<file path="config.mk">
export PLATFORM = sky130hd
export DESIGN_NAME = smt_timer
export DESIGN_NICKNAME = d
export VERILOG_FILES = /design/src/common/smt_pkg.sv /design/src/verilog/smt_timer.sv
export SDC_FILE = /design/constraint.sdc
export NUM_CORES = 1
export LEC_CHECK = 0
export BUFFER_PORTS_ARGS = -buffer_cell sky130_fd_sc_hd__buf_2
export CAP_MARGIN = 20
export CORE_MARGIN = 2
export CORE_UTILIZATION = 56
export DETAILED_ROUTE_END_ITERATION = 6
export PLACE_DENSITY = 0.81
export SETUP_SLACK_MARGIN = 0.02
export SLEW_MARGIN = 20
export SYNTH_ARGS = -nofsm -noshare
export SYNTH_HDL_FRONTEND = slang
export SYNTH_SLANG_ARGS = --single-unit
</file>
<file path="constraint.sdc">
create_clock -name i_clock -period 3.8 [get_ports i_clock]
set_input_delay 0.38 -clock i_clock [delete_from_list [all_inputs] [get_ports i_clock]]
set_output_delay 0.38 -clock i_clock [all_outputs]
set_load 0.01 [all_outputs]
</file>
<file path="src/common/smt_pkg.sv">
// shared constants and carrier types for the sixteen bit multimode timer
package smt_pkg;

  // ********************************
  // widths, counts and reset values
  // ********************************
  localparam int CNT_W = 16;
  localparam int DIV_W = 11;
  localparam int TAP_FAST = 3;      // high_clock / 8
  localparam int TAP_MID = 7;       // high_clock / 128
  localparam int TAP_SLOW = 11;     // high_clock / 2048
  localparam int FILT_REJECT = 7;   // pulses this long or shorter are noise
  localparam logic [3:0] FILT_ACCEPT = 4'(FILT_REJECT + 1);
  localparam logic [15:0] CNT_RST = 16'h0000;
  localparam logic PULSE_RST = 1'b0;

  // ********************************
  // control register field codes
  // ********************************
  localparam logic [2:0] MODE_TIMER = 3'h0;
  localparam logic [2:0] MODE_TRIG = 3'h1;
  localparam logic [2:0] MODE_EVENT = 3'h2;
  localparam logic [2:0] MODE_WINDOW = 3'h3;
  localparam logic [2:0] MODE_PWIDTH = 3'h4;
  localparam logic [2:0] MODE_PULSE = 3'h5;
  localparam logic [1:0] START_STOP = 2'h0;
  localparam logic [1:0] START_SOFT = 2'h1;
  localparam logic [1:0] START_EXT = 2'h2;
  localparam logic [1:0] CLK_DIV8 = 2'h0;
  localparam logic [1:0] CLK_DIV128 = 2'h1;

  // control word: mode in bits 10:8, bit 6 capture, 5:4 start, 3:2 clock
  typedef struct packed {
    logic [2:0] mode_select_field;
    logic rsvd7;
    logic cap_bit;                  // soft_capture_bit or dual_edge_capture_bit
    logic [1:0] start_control_field;
    logic [1:0] clock_select_field;
    logic [1:0] rsvd;
  } smt_ctrl_t;
  localparam smt_ctrl_t CTRL_RST = smt_ctrl_t'(11'h000);

  // data registers kept through reset
  typedef struct packed {
    logic [CNT_W-1:0] compare_a_register;
    logic [CNT_W-1:0] capture_b_register;
  } smt_data_t;

  // all reset state of the timer
  typedef struct packed {
    smt_ctrl_t ctrl;
    logic [CNT_W-1:0] count;
    logic run;
    logic pulse_toggle_flop;
    logic irq;
    logic [DIV_W-1:0] div;
    logic [2:0] ldiv;
    logic [2:0] tin_s;
    logic [2:0] lck_s;
    logic lck_lvl;
    logic tin_f;
    logic [3:0] flt_cnt;
  } smt_state_t;

endpackage

</file>
<file path="src/verilog/smt_timer.sv">
// sixteen bit multimode timer/counter with capture and pulse output
`timescale 1ns/1ns

// Notes on behaviour
// [RULE1] six modes: timer, triggered timer, event, window, pulse width, pulse out
// [RULE2] compare and capture registers are 16 bits and survive reset
// [RULE3] timer mode counts internal clock; match raises interrupt, clears, continues
// [RULE4] writing capture bit copies count to capture register, then bit self-clears
// [RULE5] clock select picks high_clock /8, /128, /2048 or low_clock/8
// [RULE6] triggered mode starts on chosen edge; match interrupts, clears and halts
// [RULE7] normal modes reject pulses of 7 cycles or less; slow modes unfiltered
// [RULE8] event mode counts selected input edges; match interrupts and clears
// [RULE9] source keeps event rate at or below clock/16
// [RULE10] software capture also works in event and window modes
// [RULE11] window mode counts internal clock while input at selected level
// [RULE12] window signal changes much slower than count clock
// [RULE13] pulse width: start on trigger edge, capture and interrupt on opposite
// [RULE14] bit 6 picks single edge (clear) or double edge (keep counting)
// [RULE15] software reads first capture before the next edge overwrites it
// [RULE16] start field picks software start or external edge start
// [RULE17] pulse mode: capture match toggles flop; compare match toggles, clears
// [RULE18] toggle flop drives pulse pin, resets to 0, software can preset it
// [RULE19] capture register writes ignored outside pulse output mode
// [RULE20] software sets port latch and direction before pulse output
// [RULE21] prescaler never cleared so first tick may come early
// [RULE22] counter is 16 bits; match is full 16 bit equality
module smt_timer
  import smt_pkg::*;
(
  // clock and reset
  input wire logic i_clock,
  input wire logic i_arst_n,
  // control register write
  input wire logic i_ctrl_we,
  input wire smt_ctrl_t i_ctrl_wdata,
  // data register writes
  input wire logic i_cmpa_we,
  input wire logic i_capb_we,
  input wire logic [CNT_W-1:0] i_wdata,
  // pulse flop preset
  input wire logic i_ff_we,
  input wire logic i_ff_wdata,
  // system configuration
  input wire logic i_slow_mode,
  input wire logic i_divider_clock_source_bit,
  input wire logic i_edge_polarity_select,
  // pins and low clock
  input wire logic i_timer_input_pin,
  input wire logic i_low_clock,
  // outputs
  output logic o_timer1_interrupt,
  output logic o_pulse_output_pin,
  output smt_ctrl_t o_ctrl,
  output smt_data_t o_data,
  output logic [CNT_W-1:0] o_count,
  output logic o_running
);

  // ********************************
  // state
  // ********************************
  smt_state_t q;
  smt_state_t d;
  smt_data_t dq;
  smt_data_t dd;
  logic lck_edge;
  logic tick;
  logic rise;
  logic fall;
  logic trig_edge;
  logic opp_edge;
  logic match_a;
  logic match_b;
  logic level_on;

  // next state of everything
  always_comb begin
    d = q;
    dd = dq;
    d.irq = 1'b0;
    // three stage synchronisers
    d.tin_s = {q.tin_s[1:0], i_timer_input_pin};
    d.lck_s = {q.lck_s[1:0], i_low_clock};
    // free running prescaler, never cleared [RULE21]
    d.div = q.div + 11'h001;
    // low clock rising edges, divided by 8
    lck_edge = (q.lck_s[1] == q.lck_s[2]) && q.lck_s[2] && !q.lck_lvl;
    if (q.lck_s[1] == q.lck_s[2]) begin
      d.lck_lvl = q.lck_s[2];
    end
    if (lck_edge) begin
      d.ldiv = q.ldiv + 3'h1;
    end
    // count clock selection [RULE5]
    if (i_slow_mode) begin
      tick = lck_edge && (&q.ldiv);
    end else if (q.ctrl.clock_select_field == CLK_DIV8) begin
      tick = &q.div[TAP_FAST-1:0];
    end else if (q.ctrl.clock_select_field == CLK_DIV128) begin
      tick = &q.div[TAP_MID-1:0];
    end else if (i_divider_clock_source_bit) begin
      tick = lck_edge && (&q.ldiv);
    end else begin
      tick = &q.div[TAP_SLOW-1:0];
    end
    // input noise filter, off in slow mode [RULE7]
    if (q.tin_s[1] != q.tin_s[2] || q.tin_s[2] == q.tin_f) begin
      d.flt_cnt = 4'h0;
    end else if (i_slow_mode || q.flt_cnt == FILT_ACCEPT - 4'h1) begin
      d.tin_f = q.tin_s[2];
      d.flt_cnt = 4'h0;
    end else begin
      d.flt_cnt = q.flt_cnt + 4'h1;
    end
    rise = d.tin_f && !q.tin_f;
    fall = !d.tin_f && q.tin_f;
    trig_edge = i_edge_polarity_select ? fall : rise;
    opp_edge = i_edge_polarity_select ? rise : fall;
    level_on = q.tin_f ^ i_edge_polarity_select;
    // full width equality compare [RULE22]
    match_a = q.count == dq.compare_a_register;
    match_b = q.count == dq.capture_b_register;
    // external start on the selected edge [RULE16]
    if (q.ctrl.start_control_field == START_EXT && !q.run && trig_edge
        && q.ctrl.mode_select_field != MODE_PWIDTH) begin
      d.run = 1'b1;
    end
    // per mode counting [RULE1]
    unique case (q.ctrl.mode_select_field)
      MODE_TIMER, MODE_WINDOW: begin
        // window counts only while input at active level [RULE11]
        if (q.run && tick && (level_on
            || q.ctrl.mode_select_field == MODE_TIMER)) begin
          if (match_a) begin
            d.count = CNT_RST; // [RULE3]
            d.irq = 1'b1;
          end else begin
            d.count = q.count + 16'h0001;
          end
        end
      end
      MODE_TRIG: begin
        if (q.run && tick) begin
          if (match_a) begin
            d.count = CNT_RST; // halt until the next edge [RULE6]
            d.run = 1'b0;
            d.irq = 1'b1;
          end else begin
            d.count = q.count + 16'h0001;
          end
        end
      end
      MODE_EVENT: begin
        if (q.run && trig_edge) begin
          if (match_a) begin
            d.count = CNT_RST; // [RULE8]
            d.irq = 1'b1;
          end else begin
            d.count = q.count + 16'h0001;
          end
        end
      end
      MODE_PWIDTH: begin
        if (!q.run) begin
          // armed: wait for the trigger edge [RULE13]
          if (trig_edge && q.ctrl.start_control_field != START_STOP) begin
            d.run = 1'b1;
            d.count = CNT_RST;
          end
        end else if (opp_edge) begin
          dd.capture_b_register = q.count; // [RULE13]
          d.irq = 1'b1;
          if (!q.ctrl.cap_bit) begin
            d.count = CNT_RST; // single edge clears and rearms [RULE14]
            d.run = 1'b0;
          end
        end else if (trig_edge && q.ctrl.cap_bit) begin
          dd.capture_b_register = q.count; // period capture [RULE14]
          d.irq = 1'b1;
          d.count = CNT_RST;
        end else if (tick) begin
          d.count = q.count + 16'h0001;
        end
      end
      MODE_PULSE: begin
        if (q.run && tick) begin
          if (match_a) begin
            d.pulse_toggle_flop = !q.pulse_toggle_flop; // [RULE17]
            d.count = CNT_RST;
            d.irq = 1'b1;
          end else begin
            if (match_b) begin
              d.pulse_toggle_flop = !q.pulse_toggle_flop; // [RULE17]
            end
            d.count = q.count + 16'h0001;
          end
        end
      end
      default: begin
        d.run = 1'b0;
      end
    endcase
    // software capture leaves counting alone [RULE4] [RULE10]
    if (q.ctrl.cap_bit && (q.ctrl.mode_select_field == MODE_TIMER
        || q.ctrl.mode_select_field == MODE_EVENT
        || q.ctrl.mode_select_field == MODE_WINDOW)) begin
      dd.capture_b_register = q.count;
      d.ctrl.cap_bit = 1'b0;
    end
    // software writes
    if (i_ctrl_we) begin
      d.ctrl = i_ctrl_wdata;
      if (i_ctrl_wdata.start_control_field == START_SOFT) begin
        d.run = 1'b1; // [RULE16]
      end else if (i_ctrl_wdata.start_control_field == START_STOP) begin
        d.run = 1'b0;
        d.count = CNT_RST;
      end else if (q.ctrl.start_control_field != START_EXT) begin
        d.run = 1'b0; // wait for the external edge
        d.count = CNT_RST;
      end
    end
    if (i_cmpa_we) begin
      dd.compare_a_register = i_wdata;
    end
    if (i_capb_we && q.ctrl.mode_select_field == MODE_PULSE) begin
      dd.capture_b_register = i_wdata; // [RULE19]
    end
    if (i_ff_we) begin
      d.pulse_toggle_flop = i_ff_wdata; // preset [RULE18]
    end
  end

  // reset state registers
  always_ff @(posedge i_clock or negedge i_arst_n) begin
    if (!i_arst_n) begin
      q <= '0;
      q.ctrl <= CTRL_RST;
      q.count <= CNT_RST;
      q.pulse_toggle_flop <= PULSE_RST; // [RULE18]
    end else begin
      q <= d;
    end
  end

  // data registers with no reset [RULE2]
  always_ff @(posedge i_clock) begin
    dq <= dd;
  end

  // outputs straight from flops
  assign o_timer1_interrupt = q.irq;
  assign o_pulse_output_pin = q.pulse_toggle_flop;
  assign o_ctrl = q.ctrl;
  assign o_data = dq;
  assign o_count = q.count;
  assign o_running = q.run;
endmodule

</file>
## After elaboration in Yosys (flattened, before gate mapping)

Index checks and enable logic that the tools add are counted.

- Register bits: 88
- Bits in latches: 0
- Bits in writable memories: 0
- Memory bits (read-only): 0
- Bits of input ports: 39
- Output and inout port bits: 62
- Memories: 0

- Add/sub/neg operators: 4
- Multipliers: 0
- Div/mod/pow operators: 0
- $lt $le $gt $ge: 0
- Equal/unequal tests: 16
- Shift operators: 0
- Mux-type cells: 54
- Bitwise logic cells: 1
- Reduce and logical (&&, ||, !) cells: 44

Operators by type and width:

| kind | count |
|---|---|
| $mux 16 | 14 |
| $mux 17 | 9 |
| $pmux 16 s5 | 1 |
| $eq 16x16->1 | 2 |
| $mux 1 | 24 |
| $mux 24 | 1 |
| $add 16x1->16 const B | 1 |
| $logic_and 1x1->1 | 15 |
| $reduce_and 3->1 | 4 |
| $add 11x1->11 const B | 1 |
| $reduce_and 11->1 | 1 |
| $reduce_bool 3->1 | 3 |
| $mux 4 | 2 |
| $reduce_bool 2->1 | 4 |
| $reduce_and 7->1 | 1 |
| $eq 3x2->1 const B | 2 |
| $eq 3x3->1 const B | 2 |
| $logic_not 1->1 | 5 |
| $logic_or 1x1->1 | 5 |
| $pmux 1 s5 | 1 |
| $add 4x1->4 const B | 1 |
| $eq 2x1->1 const B | 2 |
| $eq 4x3->1 const B | 1 |
| $logic_not 2->1 | 2 |
| 14 further kinds | 15 |

## Depth between registers and ports, before layout

- Depth in word-level cells: 21
- Gate-level depth with buffers: 10
- Gate-level depth less buffers: 9

## Worst setup path before layout

OpenSTA, ideal clock, no wires.

- Path kind: flip-flop to flip-flop
- Start: register q[4] (netlist name)
- End: register dq, in the netlist o_data[0] (enable)
- Setup time: 0.394 ns
- Data arrival time: 2.405 ns
- Data required time: 3.406 ns
- Slack: 1.000 ns
- Stages on the path, launching flop included: 7
- Buffers on the path: 2
- Period minus slack after synthesis: 2.800 ns
- Path through: dfrtp_1 -> buf_6 -> or3b_4 -> a22oi_1 -> o21ai_2 -> buf_2 -> o211ai_1

- Longest elaborated chain between the ends: 9
- Elaborated cells between the ends (all ways): 13

Ends and longest elaborated chain:

| element | line | RTL |
|---|---|---|
| start: declaration | smt_timer.sv:62 | `smt_state_t q;` |
| $eq 1x1->1 | smt_timer.sv:107 | `if (q.tin_s[1] != q.tin_s[2] \|\| q.tin_s[2] == q.tin_f) begin` |
| $logic_or 1x1->1 | smt_timer.sv:107 |  |
| $mux 1 | smt_timer.sv:107 |  |
| $logic_not 1->1 | smt_timer.sv:116 | `fall = !d.tin_f && q.tin_f;` |
| $logic_and 1x1->1 | smt_timer.sv:116 |  |
| $mux 1 | smt_timer.sv:117 | `trig_edge = i_edge_polarity_select ? fall : rise;` |
| $logic_and 1x1->1 | smt_timer.sv:177 | `end else if (trig_edge && q.ctrl.cap_bit) begin` |
| $reduce_bool 4->1 (no source line) * | - |  |
| $reduce_and 3->1 (no source line) * | - |  |
| end signal: assignment | smt_timer.sv:248 | `dq <= dd;` |
| end: declaration | smt_timer.sv:64 | `smt_data_t dq;` |

Mark *: on every way between the ends. The rest lies on a longest branch, timed or not.
A chain may end at the register's enable or synchronous reset.

==> metrics.txt <==
# TYPE chip_impl_metric gauge
chip_impl_metric{name="clock_latency",unit="ps"} 360
chip_impl_info{name="r2r_end",value="o_count[6]"} 1
chip_impl_metric{name="final_layout_size_suffix_gt1_share",unit="%"} 29.58
chip_impl_metric{name="row_cnt",unit=""} 34
chip_impl_metric{name="power.share.combinational",unit="%"} 17.6
chip_impl_metric{name="post_synth.cell_area_avg",unit="um2"} 10.32
chip_impl_info{name="critical_path_class",value="flip-flop to flip-flop"} 1
chip_impl_metric{name="clock_tree.buffer_depth",unit=""} 2
chip_impl_metric{name="post_drt_via_cell_ratio",unit=""} 6.226
chip_impl_info{name="maxUsedRoutingLayer",value="met4"} 1
chip_impl_metric{name="hold_depth",unit=""} 1
chip_impl_metric{name="violation_count_after_the_first_detailed_routing_iteration",unit=""} 440
chip_impl_metric{name="antenna_violations_before_repair",unit=""} 0
chip_impl_metric{name="cts-buffers-inserted",unit=""} 9
chip_impl_metric{name="firstDrtPassIters",unit=""} 5
chip_impl_metric{name="grt_pass1_wl",unit="um"} 20640
chip_impl_metric{name="routed_wirelength",unit="um"} 12800
chip_impl_metric{name="buffer_ports.inserted",unit=""} 100
chip_impl_metric{name="clock_skew",unit="ps"} 15.49
chip_impl_metric{name="global_route.overflow_total",unit=""} 0
chip_impl_metric{name="cts.hold.buffers_added",unit=""} 0
chip_impl_metric{name="io_pins",unit=""} 101
chip_impl_info{name="synth.top_cells.by_count",value="dfrtp_1 (56), xor2_1 (42), nand2_1 (39)"} 1
chip_impl_metric{name="net_switching_fraction_of_the_power",unit="%"} 29.75
chip_impl_metric{name="fp.dieW",unit="um"} 99.82
chip_impl_metric{name="final_antenna_net_count",unit=""} 0
chip_impl_metric{name="numClockSinks",unit=""} 88
chip_impl_metric{name="insertedDiodeCount",unit=""} 0
chip_impl_metric{name="worstPathArrival",unit="ps"} 3070
chip_impl_info{name="count_leader_synth",value="dfrtp_1"} 1
chip_impl_metric{name="leakagePower",unit="nW"} 2.462
chip_impl_metric{name="synth_nets",unit=""} 544
chip_impl_metric{name="hpwl",unit="um"} 9159
chip_impl_info{name="cts_tree",value="done"} 1
chip_impl_metric{name="synth_largest_type_area_fraction",unit="%"} 27.26
chip_impl_metric{name="design.die.area",unit="mm2"} 0.009963
chip_impl_metric{name="ir_worst_vdd",unit="V"} 0.0002180
chip_impl_metric{name="crit_path_max_fanout",unit=""} 9
chip_impl_info{name="primary_flip_flop_cell_chosen_by_synthesis_mapping",value="dfrtp_1"} 1
chip_impl_metric{name="wl_met1",unit="um"} 5373
chip_impl_metric{name="p_switching",unit="W"} 0.0006425
chip_impl_metric{name="met2WireLength",unit="um"} 6103
chip_impl_metric{name="floorplan.initialDensity",unit="%"} 58.38
chip_impl_metric{name="fin_nets",unit=""} 609
chip_impl_metric{name="yosysSeqAreaShare",unit="%"} 45.95
chip_impl_metric{name="clk_pin_slew",unit="ps"} 100
chip_impl_metric{name="htree_levels",unit=""} 3
chip_impl_metric{name="min_period",unit="ps"} 2837
chip_impl_metric{name="design_area",unit="mm2"} 0.005702
chip_impl_info{name="hold_path_end",value="d[10]"} 1
chip_impl_metric{name="post_cts_resized",unit=""} 0
chip_impl_metric{name="fraction_of_synthesis_flops_using_an_asynchronous_set_or_reset_pin",unit="%"} 63.64
chip_impl_metric{name="finalSetupViolations",unit=""} 0
chip_impl_metric{name="p_per_area",unit="mW/mm2"} 378.8
chip_impl_info{name="end_kind",value="flip-flop"} 1
chip_impl_info{name="cts_root_buf",value="clkbuf_8"} 1
chip_impl_metric{name="route.vias.total",unit=""} 4209
chip_impl_metric{name="placeableCoreArea",unit="mm2"} 0.008806
chip_impl_metric{name="synthesis.yosys.warnings",unit=""} 0
chip_impl_metric{name="tightestPinTransition",unit="ps"} 798.9
chip_impl_info{name="worstHoldPathType",value="input port to flip-flop"} 1
chip_impl_metric{name="finalCritPeriodShare",unit="%"} 74.66
chip_impl_metric{name="pwr-share-seq",unit="%"} 51.9
chip_impl_metric{name="ff2ff_setup_slack",unit="ps"} 960
chip_impl_metric{name="edff_count_synth",unit=""} 32
chip_impl_metric{name="ys_seq_elements",unit=""} 88
chip_impl_metric{name="relSlewSlack",unit="%"} 46.69
chip_impl_metric{name="timing.fmax",unit="MHz"} 352.5
chip_impl_metric{name="nFillCells",unit=""} 710
chip_impl_metric{name="power_frac_clock",unit="%"} 30.5
chip_impl_metric{name="postSynthCellCount",unit=""} 498
chip_impl_info{name="synth_top_cell_by_area",value="dfrtp_1"} 1
chip_impl_info{name="rr_startpoint",value="q[15]"} 1
chip_impl_info{name="cp-start-kind",value="flip-flop"} 1
chip_impl_info{name="hold_path.startpoint",value="i_timer_input_pin"} 1
chip_impl_metric{name="place_congestion",unit=""} 0.9800
chip_impl_metric{name="die-height",unit="um"} 99.82
chip_impl_metric{name="fin_hold_ws",unit="ps"} 122.5
chip_impl_metric{name="grt_pass1_vias",unit=""} 3999
chip_impl_metric{name="placedInstanceArea",unit="mm2"} 0.005509
chip_impl_metric{name="worstRegToRegCells",unit=""} 9
chip_impl_metric{name="drc_errors",unit=""} 0
chip_impl_metric{name="pin_count_of_the_biggest_net_entering_global_routing",unit=""} 57
chip_impl_metric{name="area_delta_synth_final",unit="%"} 10.90
chip_impl_metric{name="hold_fails_final_rpt",unit=""} 0
chip_impl_metric{name="met3WireLength",unit="um"} 1075
chip_impl_info{name="status",value="finished, final reports clean"} 1
chip_impl_metric{name="intPower",unit="W"} 0.001517
chip_impl_metric{name="max_cap_viols",unit=""} 0
chip_impl_metric{name="cts_setup_buffers",unit=""} 0
chip_impl_metric{name="post_synth_instance_area",unit="mm2"} 0.005141
chip_impl_info{name="rsz0062_at_grt",value="no"} 1
chip_impl_info{name="synth.top_cells.by_area",value="dfrtp_1 (27%), edfxtp_1 (19%), xor2_1 (7.2%)"} 1
chip_impl_metric{name="fin_tns_setup",unit="ps"} 0
chip_impl_metric{name="synth.distinct_cells",unit=""} 67
chip_impl_metric{name="crit_required",unit="ps"} 4040
chip_impl_metric{name="globalRouteTotalUtil",unit="%"} 26.01
chip_impl_metric{name="timing.final.max_slew_violations",unit=""} 0
chip_impl_metric{name="route.detailed.wl_per_inst",unit="um"} 18.94
==> power groups by stage <==
| stage | clock network (W) | registers (W) | logic (W) |
|---|---|---|---|
| CTS | 0.000662 | 0.00112 | 0.000378 |
| detailed placement | 0 | 0.00114 | 0.000376 |
| global placement | 0 | 0.00114 | 0.000364 |
| finish | 0.000658 | 0.00112 | 0.000380 |
| global route | 0.000692 | 0.00113 | 0.000419 |
| floorplan | 0 | 0.00113 | 0.000259 |
==> critical path, stage by stage (launching register included) <==
cell and delay (ps):
dfrtp_1 380, ha_1 200, ha_1 170, inv_1 40
o221ai_1 250, o2111ai_1 440, o21ai_1 550, nand2_1 210
a221oi_1 350, o22ai_1 110
==> cells in the final DEF (no fill, tap or decap), types with 9 or more instances in the layout <==
master	synthesis	layout
nor3_1	10	10
dfrtp_1	56	56
mux2_2	30	30
o21ai_0	22	22
buf_2	13	100
nor2_1	24	24
edfxtp_1	32	32
nor4_1	15	15
a21oi_1	21	21
nand2_1	39	39
nand3_1	22	22
inv_1	11	11
clkbuf_8	0	9
xor2_1	42	42
==> layout make-up <==
type / count / area (um2) / area share (%)
clock inverter: 7 / 68.82 / 1.207
sequential: 88 / 2362 / 41.43
tap: 108 / 135.1 / 2.370
clock buffer: 9 / 123.9 / 2.172
multi-input combinational: 345 / 2410 / 42.26
inverter: 11 / 41.29 / 0.7242
timing repair buffer: 108 / 560.5 / 9.831
==> cells by family (layout without fill, tap and decap cells) <==
logic type	Yosys count	after routing	share of synthesized area [%]
flip-flops	88	88	45.95
AO/OA/AOI/OAI	106	106	14.41
multiplexers	32	32	6.960
adder cells (fa/ha/maj)	7	7	1.703
XOR/XNOR	50	50	8.518
buffers and inverters	65	135	7.179
AND/OR/NAND/NOR	150	150	15.28
==> how the worst max path moves through the flow <==
| stage | start | endpoint | slack [ps] | cells after the start |
|---|---|---|---|---|
| CTS | q[15] | o_count[6] | 1050 | 9 |
| global route | q[15] | o_count[6] | 700 | 9 |
| floorplan | q[4] | o_data[0] | 1000 | 6 |
| global placement | q[15] | o_count[6] | 1060 | 9 |
| detailed placement | q[15] | o_count[6] | 1070 | 9 |
| finish | q[15] | o_count[6] | 960 | 9 |
==> stage by stage <==
stage               util, %  cells  setup WS, ps  total power, W
detailed placement    62.56    660          1073        0.001516
finish                64.75    676         962.8        0.002160
global route          64.75    676         700.5        0.002243
global placement      62.56    660          1058        0.001502
CTS                   64.75    676          1049        0.002161
floorplan                 -    498          1000        0.001386
==> routing by layer <==
layer	GRT usage (%)	up-vias
met3	4.248	32
met2	42.78	240
met1	36.64	2012
met4	5.901	0
met5	0	-
li1	-	1925
==> registers in the layout (all words and copies together) (netlist names) <==
signal and cells:
o_pulse_output_pin 1, o_ctrl 11, o_timer1_interrupt 1, q 22, o_running 1, o_count 16
d 4, o_data 32
Note: power is estimated with default switching activity, not from simulation.
